<file path="src/common/dlp_pkg.sv">
package dlp_pkg;
	// Channel count and code width of the default part.
	localparam int CHANNELS  = 2;
	localparam int CODE_W    = 12;
	// Power-down select encodings.
	localparam logic [1:0] PD_NORMAL = 2'h0;
	localparam logic [1:0] PD_1K     = 2'h1;
	localparam logic [1:0] PD_100K   = 2'h2;
	localparam logic [1:0] PD_OPEN   = 2'h3;
	// Reference select encodings.
	localparam logic [1:0] REF_VDD   = 2'h0;
	localparam logic [1:0] REF_BG    = 2'h1;
	// Reset values.
	localparam logic [11:0] CODE_RST = 12'h7ff;
	localparam logic [1:0]  REF_RST  = 2'h0;
	// Power-down entry and exit delays in ns and as cycles of the 50 MHz clock.
	localparam int CLK_NS         = 20;
	localparam int PD_ENTRY_NS    = 10000;
	localparam int PD_EXIT_NS     = 10000;
	localparam int PD_ENTRY_CYC   = (PD_ENTRY_NS + CLK_NS - 1) / CLK_NS;
	localparam int PD_EXIT_CYC    = (PD_EXIT_NS + CLK_NS - 1) / CLK_NS;
	localparam int DLY_W          = 10;
	// Command codes presented by the serial front end.
	typedef enum logic [2:0]
	{
		CMD_NONE,
		CMD_WRITE,
		CMD_WRITE_HV,
		CMD_READ,
		CMD_READ_HV,
		CMD_GC_RESET,
		CMD_GC_WAKE
	} dlp_cmd_t;
endpackage

</file>
<file path="src/common/dlp_chan_if.sv">
`timescale 1ns/1ps
// Per-channel control between the top and each channel's output sequencer.
interface dlp_chan_if;
	logic       rst;
	logic [1:0] pdSel;
	logic       drive;
	logic [1:0] pullSel;
	logic       ampOn;
	modport top (output rst, output pdSel, input drive, input pullSel, input ampOn);
	modport seq (input rst, input pdSel, output drive, output pullSel, output ampOn);
endinterface

</file>
<file path="src/hw/dlp_pd_seq.sv">
`timescale 1ns/1ps
// Sequences one channel's output stage through power-down entry and exit.
module dlp_pd_seq
	import dlp_pkg::*;
#(
	parameter int ENTRY_CYC = PD_ENTRY_CYC,
	parameter int EXIT_CYC  = PD_EXIT_CYC
)(
	input  wire logic clk_sys,
	dlp_chan_if.seq   ch
);
	typedef enum {S_ON, S_ENTER, S_OFF, S_EXIT} dlp_seq_t;
	dlp_seq_t         state;
	logic [DLY_W-1:0] cnt;
	logic             wantOff;

	assign wantOff = (ch.pdSel != PD_NORMAL);

	// Delay counter and state; a reversed request drops back at once to the state it came from, with no delay.
	always_ff @(posedge clk_sys)
	begin
		if (ch.rst)
		begin
			state <= S_ON;
			cnt   <= '0;
		end
		else
		begin
			case (state)
				S_ON:
				begin
					cnt <= '0;
					if (wantOff)
						state <= S_ENTER;
				end
				S_ENTER:
				begin
					if (!wantOff)
						state <= S_ON;
					else if (cnt == DLY_W'(ENTRY_CYC - 1))
					begin
						state <= S_OFF;
						cnt   <= '0;
					end
					else
						cnt <= cnt + 1'b1;
				end
				S_OFF:
				begin
					cnt <= '0;
					if (!wantOff)
						state <= S_EXIT;
				end
				S_EXIT:
				begin
					if (wantOff)
					begin
						state <= S_OFF;
						cnt   <= '0;
					end
					else if (cnt == DLY_W'(EXIT_CYC - 1))
					begin
						state <= S_ON;
						cnt   <= '0;
					end
					else
						cnt <= cnt + 1'b1;
				end
				default: state <= S_ON;
			endcase
		end
	end

	// Amplifier and ladder power; re-enabled at exit start so settling from zero begins.
	always_comb
	begin
		ch.ampOn   = (state == S_ON) || (state == S_ENTER) || (state == S_EXIT);
		ch.drive   = (state == S_ON) || (state == S_ENTER);
		ch.pullSel = (state == S_OFF) ? ch.pdSel : PD_NORMAL;
	end
endmodule

</file>
<file path="src/hw/dlp_dac_ctrl.sv">
`timescale 1ns/1ps
// Operation
// Latch input high blocks register-to-wiper copies; registers still accept writes.
// Latch input low copies each code register into its wiper.
// Loading is level sensitive; held low, wiper follows each write.
// Latch input is asynchronous to serial activity and is synchronised.
// All channels on one latch load together when it goes low.
// Systems without synchronised updates should tie the latch low.
// Power-down codes: 00 normal, 01 1k, 10 100k, 11 open.
// Each channel has its own power-down select field.
// Power-down disables amplifier and ladder, keeps code and configuration.
// Drive released and pull-down engaged only after the entry delay.
// Reset forces every power-down field to normal; otherwise commands only.
// Only write, read, general-call reset and wake-up update the field.
// Command handling stays active in every power-down mode.
// Write with 00, general-call wake-up or reset leaves power-down.
// Leaving power-down re-enables circuits, removes pull-down, drives code.
// Active drive starts only after the exit delay.
// General-call reset restores power-on defaults without the reset delay.
// Gain of two refused when the supply is the reference.
// General-call wake-up brings every channel out of power-down.
// Blocked wipers hold their last value.
module dlp_dac_ctrl
	import dlp_pkg::*;
#(
	parameter int NCH       = dlp_pkg::CHANNELS,
	parameter int CW        = dlp_pkg::CODE_W,
	parameter int ENTRY_CYC = dlp_pkg::PD_ENTRY_CYC,
	parameter int EXIT_CYC  = dlp_pkg::PD_EXIT_CYC
)(
	input  wire logic                clk_sys,
	input  wire logic                srst,
	input  wire logic                update_hold_n,
	input  wire dlp_pkg::dlp_cmd_t   cmd,
	input  wire logic [NCH-1:0]      cmdChanMask,
	input  wire logic                cmdCodeValid,
	input  wire logic [CW-1:0]       cmdCode,
	input  wire logic                cmdPdValid,
	input  wire logic [1:0]          cmdPd,
	input  wire logic                cmdCfgValid,
	input  wire logic [1:0]          cmdRef,
	input  wire logic                cmdGain,
	output logic [NCH*CW-1:0]        codeReg,
	output logic [NCH*CW-1:0]        wiper,
	output logic [NCH*2-1:0]         powerdown_select,
	output logic [NCH*2-1:0]         reference_select,
	output logic [NCH-1:0]           gain_select,
	output logic [NCH-1:0]           ampEnable,
	output logic [NCH-1:0]           outDrive,
	output logic [NCH*2-1:0]         pullSelect,
	output logic                     latchLevel
);
	import dlp_pkg::*;

	logic [2:0]   holdSync;
	logic         latchOpen;
	logic         anyReset;
	logic [NCH-1:0] seqDrive;
	logic [NCH-1:0] seqAmp;
	logic [NCH*2-1:0] seqPull;

	// Returns true for commands that may carry a power-down field.
	function automatic logic pdCommand(input dlp_cmd_t c);
		pdCommand = (c == CMD_WRITE) || (c == CMD_WRITE_HV) || (c == CMD_READ) || (c == CMD_READ_HV);
	endfunction

	// Returns true for register writes.
	function automatic logic wrCommand(input dlp_cmd_t c);
		wrCommand = (c == CMD_WRITE) || (c == CMD_WRITE_HV);
	endfunction

	// General-call reset acts as a power-on reset minus the reset delay timer.
	assign anyReset = srst || (cmd == CMD_GC_RESET);

	// The latch pin passes three flops; a change counts once stages two and three agree.
	always_ff @(posedge clk_sys)
	begin
		if (srst)
			holdSync <= 3'h7;
		else
			holdSync <= {holdSync[1:0], update_hold_n};
	end

	// Level filter; the first stage is never looked at directly.
	always_ff @(posedge clk_sys)
	begin
		if (srst)
			latchOpen <= 1'b0;
		else if (holdSync[1] == holdSync[2])
			latchOpen <= ~holdSync[1];
	end

	generate
		for (genvar i = 0; i < NCH; i++)
		begin : g_ch
			dlp_chan_if chIf ();

			// Code register accepts writes regardless of the latch level.
			always_ff @(posedge clk_sys)
			begin
				if (anyReset)
					codeReg[i*CW +: CW] <= CW'(CODE_RST);
				else if (wrCommand(cmd) && cmdChanMask[i] && cmdCodeValid)
					codeReg[i*CW +: CW] <= cmdCode;
			end

			// Wiper follows the register while open, holds while blocked; all channels share one latch.
			always_ff @(posedge clk_sys)
			begin
				if (anyReset)
					wiper[i*CW +: CW] <= CW'(CODE_RST);
				else if (latchOpen)
					wiper[i*CW +: CW] <= codeReg[i*CW +: CW]; // see see
			end // Otherwise held. see

			// Per-channel power-down field, changed only by the listed commands.
			always_ff @(posedge clk_sys)
			begin
				if (anyReset)
					powerdown_select[i*2 +: 2] <= PD_NORMAL; // see
				else if (cmd == CMD_GC_WAKE)
					powerdown_select[i*2 +: 2] <= PD_NORMAL; // see
				else if (pdCommand(cmd) && cmdChanMask[i] && cmdPdValid)
					powerdown_select[i*2 +: 2] <= cmdPd; // see see
			end

			// Reference and gain; gain of two refused with the supply as reference.
			always_ff @(posedge clk_sys)
			begin
				if (anyReset)
				begin
					reference_select[i*2 +: 2] <= REF_RST;
					gain_select[i]             <= 1'b0;
				end
				else if (wrCommand(cmd) && cmdChanMask[i] && cmdCfgValid)
				begin
					reference_select[i*2 +: 2] <= cmdRef;
					gain_select[i]             <= cmdGain && (cmdRef != REF_VDD);
				end
			end

			assign chIf.rst   = anyReset;
			assign chIf.pdSel = powerdown_select[i*2 +: 2];
			assign seqDrive[i]       = chIf.drive;
			assign seqAmp[i]         = chIf.ampOn;
			assign seqPull[i*2 +: 2] = chIf.pullSel;

			dlp_pd_seq #(
				.ENTRY_CYC (ENTRY_CYC),
				.EXIT_CYC  (EXIT_CYC)
			) u_seq (
				.clk_sys (clk_sys),
				.ch      (chIf.seq)
			);

			// Output stage controls registered so every output comes from a flop.
			always_ff @(posedge clk_sys)
			begin
				if (srst)
				begin
					ampEnable[i]         <= 1'b1;
					outDrive[i]          <= 1'b1;
					pullSelect[i*2 +: 2] <= PD_NORMAL;
				end
				else
				begin
					ampEnable[i]         <= seqAmp[i]; // see
					outDrive[i]          <= seqDrive[i]; // see
					pullSelect[i*2 +: 2] <= seqPull[i*2 +: 2];
				end
			end

			property p_hold;
				@(posedge clk_sys) disable iff (anyReset)
				!latchOpen |=> $stable(wiper[i*CW +: CW]);
			endproperty
			a_hold: assert property (p_hold) else $error("wiper moved while blocked");

			property p_follow;
				@(posedge clk_sys) disable iff (anyReset)
				latchOpen |=> (wiper[i*CW +: CW] == $past(codeReg[i*CW +: CW]));
			endproperty
			a_follow: assert property (p_follow) else $error("wiper did not follow");

			property p_entry;
				@(posedge clk_sys) disable iff (anyReset)
				($rose(powerdown_select[i*2 +: 2] != PD_NORMAL) && outDrive[i]) |-> outDrive[i] [*8];
			endproperty
			a_entry: assert property (p_entry) else $error("drive released early");

			property p_exit;
				@(posedge clk_sys) disable iff (anyReset)
				($fell(powerdown_select[i*2 +: 2] != PD_NORMAL) && !outDrive[i]) |-> !outDrive[i] [*8];
			endproperty
			a_exit: assert property (p_exit) else $error("drive restored early");

			property p_wake;
				@(posedge clk_sys) disable iff (srst)
				(cmd == CMD_GC_WAKE) |=> (powerdown_select[i*2 +: 2] == PD_NORMAL);
			endproperty
			a_wake: assert property (p_wake) else $error("wake-up ignored");

			property p_gain;
				@(posedge clk_sys) disable iff (srst)
				(reference_select[i*2 +: 2] == REF_VDD) |-> !gain_select[i];
			endproperty
			a_gain: assert property (p_gain) else $error("gain two with supply reference");

			property p_pull;
				@(posedge clk_sys) disable iff (anyReset)
				outDrive[i] |-> (pullSelect[i*2 +: 2] == PD_NORMAL);
			endproperty
			a_pull: assert property (p_pull) else $error("pull-down while driving");

			property p_gcrst;
				@(posedge clk_sys) disable iff (srst)
				(cmd == CMD_GC_RESET) |=> (codeReg[i*CW +: CW] == CW'(CODE_RST))
					&& (powerdown_select[i*2 +: 2] == PD_NORMAL);
			endproperty
			a_gcrst: assert property (p_gcrst) else $error("general-call reset incomplete");

			// A powered-down stage must never have its amplifier on while a pull-down is engaged.
			property p_amp_pull;
				@(posedge clk_sys) disable iff (anyReset)
				(pullSelect[i*2 +: 2] != PD_NORMAL) |-> !ampEnable[i];
			endproperty
			a_amp_pull: assert property (p_amp_pull) else $error("amplifier on with pull-down");

			// The open-output code must leave the pin undriven once the stage is off.
			property p_open_off;
				@(posedge clk_sys) disable iff (anyReset)
				(pullSelect[i*2 +: 2] == PD_OPEN) |-> !outDrive[i];
			endproperty
			a_open_off: assert property (p_open_off) else $error("open output still driven");

			// With no command the code register keeps its value, powered down or not.
			property p_code_keep;
				@(posedge clk_sys) disable iff (anyReset)
				(cmd == CMD_NONE) |=> $stable(codeReg[i*CW +: CW]);
			endproperty
			a_code_keep: assert property (p_code_keep) else $error("code register changed idle");

			// A write aimed at the other channel leaves this channel untouched.
			property p_mask;
				@(posedge clk_sys) disable iff (anyReset)
				(wrCommand(cmd) && !cmdChanMask[i]) |=> $stable(codeReg[i*CW +: CW]);
			endproperty
			a_mask: assert property (p_mask) else $error("unaddressed channel written");

			// Only the listed commands may move the power-down field.
			property p_pd_keep;
				@(posedge clk_sys) disable iff (anyReset)
				!(pdCommand(cmd) || (cmd == CMD_GC_WAKE)) |=> $stable(powerdown_select[i*2 +: 2]);
			endproperty
			a_pd_keep: assert property (p_pd_keep) else $error("power-down field moved");

			// A valid field in an addressed write or read is stored, including 00 to leave power-down.
			property p_pd_write;
				@(posedge clk_sys) disable iff (anyReset)
				(pdCommand(cmd) && cmdChanMask[i] && cmdPdValid) |=> (powerdown_select[i*2 +: 2] == $past(cmdPd));
			endproperty
			a_pd_write: assert property (p_pd_write) else $error("power-down field not stored");

			// Configuration survives everything but a configuration write or a reset.
			property p_ref_keep;
				@(posedge clk_sys) disable iff (anyReset)
				!(wrCommand(cmd) && cmdCfgValid) |=> $stable(reference_select[i*2 +: 2]);
			endproperty
			a_ref_keep: assert property (p_ref_keep) else $error("reference select changed");
		end
	endgenerate

	// Exposes the filtered latch level for observation.
	always_ff @(posedge clk_sys)
	begin
		if (srst)
			latchLevel <= 1'b0;
		else
			latchLevel <= latchOpen;
	end

	// The filter only moves when the two later stages agree, so a metastable first stage is never used.
	property p_latch_sync;
		@(posedge clk_sys) disable iff (srst)
		(holdSync[1] == holdSync[2]) |=> (latchOpen == !$past(holdSync[1]));
	endproperty
	a_latch_sync: assert property (p_latch_sync) else $error("latch filter out of step");

	// The observed level trails the internal one by exactly one cycle.
	property p_level;
		@(posedge clk_sys) disable iff (srst)
		1'b1 |=> (latchLevel == $past(latchOpen));
	endproperty
	a_level: assert property (p_level) else $error("latch level output lags wrongly");
endmodule

</file>
<file path="config.mk">
export PLATFORM = sky130hd
export DESIGN_NAME = dlp_dac_ctrl
export DESIGN_NICKNAME = d
export VERILOG_FILES = /design/src/common/dlp_pkg.sv /design/src/common/dlp_chan_if.sv /design/src/hw/dlp_pd_seq.sv /design/src/hw/dlp_dac_ctrl.sv
export SDC_FILE = /design/constraint.sdc
export NUM_CORES = 1
export LEC_CHECK = 0
export ABC_AREA = 1
export BUFFER_PORTS_ARGS = -buffer_cell sky130_fd_sc_hd__buf_2
export CAP_MARGIN = 30
export CORE_MARGIN = 5
export CORE_UTILIZATION = 30
export CTS_CLUSTER_SIZE = 24
export DETAILED_ROUTE_END_ITERATION = 12
export PLACE_DENSITY = 0.59
export SYNTH_ARGS = -nofsm -noshare
export SYNTH_HDL_FRONTEND = slang
export SYNTH_SLANG_ARGS = --single-unit
</file>
<file path="constraint.sdc">
create_clock -name clk_sys -period 3.2 [get_ports clk_sys]
set_input_delay 0.16 -clock clk_sys [delete_from_list [all_inputs] [get_ports clk_sys]]
set_output_delay 0.16 -clock clk_sys [all_outputs]
set_load 0.02 [all_outputs]
</file>
==> impl_metrics.ini <==
[yosys]
netlist.area_leader.share_pct = 50.3
synth-main-ff-cell = dfxtp_1
yosysTopAreaCell = dfxtp_1
ys_warn_count = 0
ys_types = 28
synthArstFlopShare_pct = 0
avgSynthCellArea_um2 = 7.53
synthTopCellsByArea = dfxtp_1 50%, nand2_1 16%, nand3_1 8.6%
synth_nets = 532
synth_edf_count = 0
ys_seq_area_share_pct = 50.3
synthCells = 502
synth_commonest_cells = 158 x nand2_1, 95 x dfxtp_1, 65 x nand3_1
syn-cell-area_um2 = 3780
ys_ff_latch = 95
yosysMostFrequentCell = nand2_1

[place]
port_buffers = 94
pre_cts_ws_ns = 1.35
dpl.hpwl_um = 7240
place.gp.congestion = 0.790

[critical_path]
critPathMaxFanout = 27
slowest_stage = clkinv_1
cp_data_arrival_time_ns = 2.06
path_cells = buf_4 -> clkinv_1 -> a21oi_1 -> nand2_1 -> o21ai_0
crit_type = reg2reg
end_kind = flip-flop
worst_path_largest_cell_delay_ns = 0.66
ff2ff_path_depth = 5
rr_startpoint = latchOpen
required_ns = 3.45
reg2reg_slack_ns = 1.39
cp-start-kind = flip-flop
cp_top_family = buffers and inverters
path_buf_inv = 2
regToRegEndpoint = latchOpen

[run]
cap_violations = 0

[floorplanning]
die_w_um = 122
die_h_um = 122
ios = 95
rows = 41
start_util_pct = 30.3
core_um2 = 12500
fp.dieArea_um2 = 14900

[min_path]
min_from = cmdCode[5]
hold_depth = 3
min_to = codeReg[5]
hold_class = in2reg

[clock_network]
cts_setup_buffers = 0
cts.path.max_buffers = 2
cts_tree = yes
htreeDepth = 3
cts-root-buf = clkbuf_16
cts_sinks = 95
clkSlewWorstSetupHoldPaths_ns = 0.07
clock_latency_ns = 0.34
cts_buffers = 9

[grt]
grt_pass1_vias = 3367
track_usage_pct = 13.6
antenna_found_initial = 2
grt_pass1_wl_um = 16100
grt_overflow_total = 0
grt_start_max_net_pins = 45

[sta]
setup_viol = 0
setup_ws_ns = 1.39
tightest_slew_ns = 0.752
period_minus_slack_ns = 1.81
fmax_ghz = 0.551
relSlewSlack_pct = 49.6
report.final.slew_viol_count = 0
fin_crit_sh_pct = 56.7
final.setup.tns_ns = 0
final_hold_viol_count = 0
rsz0062_at_grt = false
skew_ns = 0.0102

[detailed_routing]
drc = 0
drtIter0Drc = 182
dr.pass1.iters = 4
routed_wirelength_um = 9580
viasPerCell = 4.45
wl_per_cell_um = 12.4
ant_nets = 0
route.vias.total = 3437

[cells_and_area]
area_delta_synth_final_pct = 23.9
drive_gt1_share_pct = 23.7
final_nets = 625
n_antenna_cell = 0

[pwr]
p_leak_nw = 2.11
fin_total_pwr_mw = 2.45
power_density_nw_per_um2 = 523
vdd_drop_max_uv = 248

[run_status]
status = finished clean
-- worst min-delay path: cells and delay by family --
family | cells | cell delay (ns)
simple gates | 2 | 0.10
buf+inv | 1 | 0.09
-- how the worst max path moves through the flow --
| stage | from | to | slack [ns] | depth (start not counted) |
|---|---|---|---|---|
| floorplan | g_ch[0].chIf.pdSel[1] | g_ch[0].u_seq.cnt[6] | 1.99 | 6 |
| global placement | srst | codeReg[13] | 1.38 | 6 |
| detailed placement | srst | codeReg[16] | 1.35 | 6 |
| CTS | latchOpen | latchOpen | 1.35 | 5 |
| global route | latchOpen | latchOpen | 1.21 | 5 |
| finish | latchOpen | latchOpen | 1.39 | 5 |
-- through the flow --
step,utilization [%],cell area (µm²),hold slack (ns),std cells
2_1_floorplan,-,3780,0.232,502
3_3_place_gp,35.1,4380,0.357,755
3_5_place_dp,35.1,4380,0.355,755
4_1_cts,37.5,4680,0.0304,772
5_1_grt,37.5,4680,0.0353,772
6_report,37.5,4680,0.0412,772
-- power breakdown --
group	total (mW)	internal, mW	switching, mW
clock	1.04	0.545	0.494
combinational	0.183	0.0589	0.124
sequential	1.23	1.21	0.0207
total	2.45	1.81	0.639
-- layout by cell type (no fill, tap or decap), types with 5 or more instances in the layout --
cell and instances:
a21oi_1 13, nand2_1 158, buf_2 94, inv_1 28
inv_2 7, o21ai_0 16, nand4_1 5, nand3_1 65
dfxtp_1 95, nor2_1 62, clkbuf_16 9, nor2_4 5
-- kinds of logic (layout without fill, tap and decap cells) --
kind of cell    count (synthesis)  count (layout)  share of synthesized area [%]
simple gates                  313             313                           36.4
fa+ha+maj                       2               2                          0.662
xor+xnor                        5               5                           1.36
compound gates                 36              36                           5.03
flops                          95              95                           50.3
buf+inv                        51             149                           6.22
-- routing by layer --
| metal | track usage [%] | part of all wire, % | vias up | wire, µm |
|---|---|---|---|---|
| li1 | - | - | 1779 | - |
| met1 | 17.7 | 47 | 1548 | 4480 |
| met2 | 20.7 | 44 | 92 | 4190 |
| met3 | 4.79 | 8.0 | 14 | 764 |
| met4 | 4.90 | 1.3 | 4 | 128 |
| met5 | 0 | 0.22 | - | 21 |
-- registers in the layout (all words and copies together), names as in the netlist, named ones only --
signal            flops
ampEnable             2
reference_select      4
codeReg              24
g_ch.u_seq.state      2
wiper                24
outDrive              2
gain_select           2
latchLevel            1
latchOpen             1
holdSync              3
g_ch.chIf.pdSel       4
pullSelect            4
g_ch.u_seq.cnt       20
-- what timing repair did --
item | 4_1_cts | 5_1_grt
hold buffers | 1 | 0
gates resized for setup | 0 | 0
setup endpoints to repair | 0 | 0
endpoints found under the hold margin | 1 | 0
-- cell type report --
cell class / instances / area (µm²)
clock inverter: 7 / 66.3
inverter: 36 / 135
timing repair buffer: 97 / 495
multi-input combinational: 356 / 1640
fill: 1328 / 7780
clock buffer: 9 / 225
tap: 172 / 215
sequential: 95 / 1900
No activity file was read; power rests on OpenSTA's default activity.
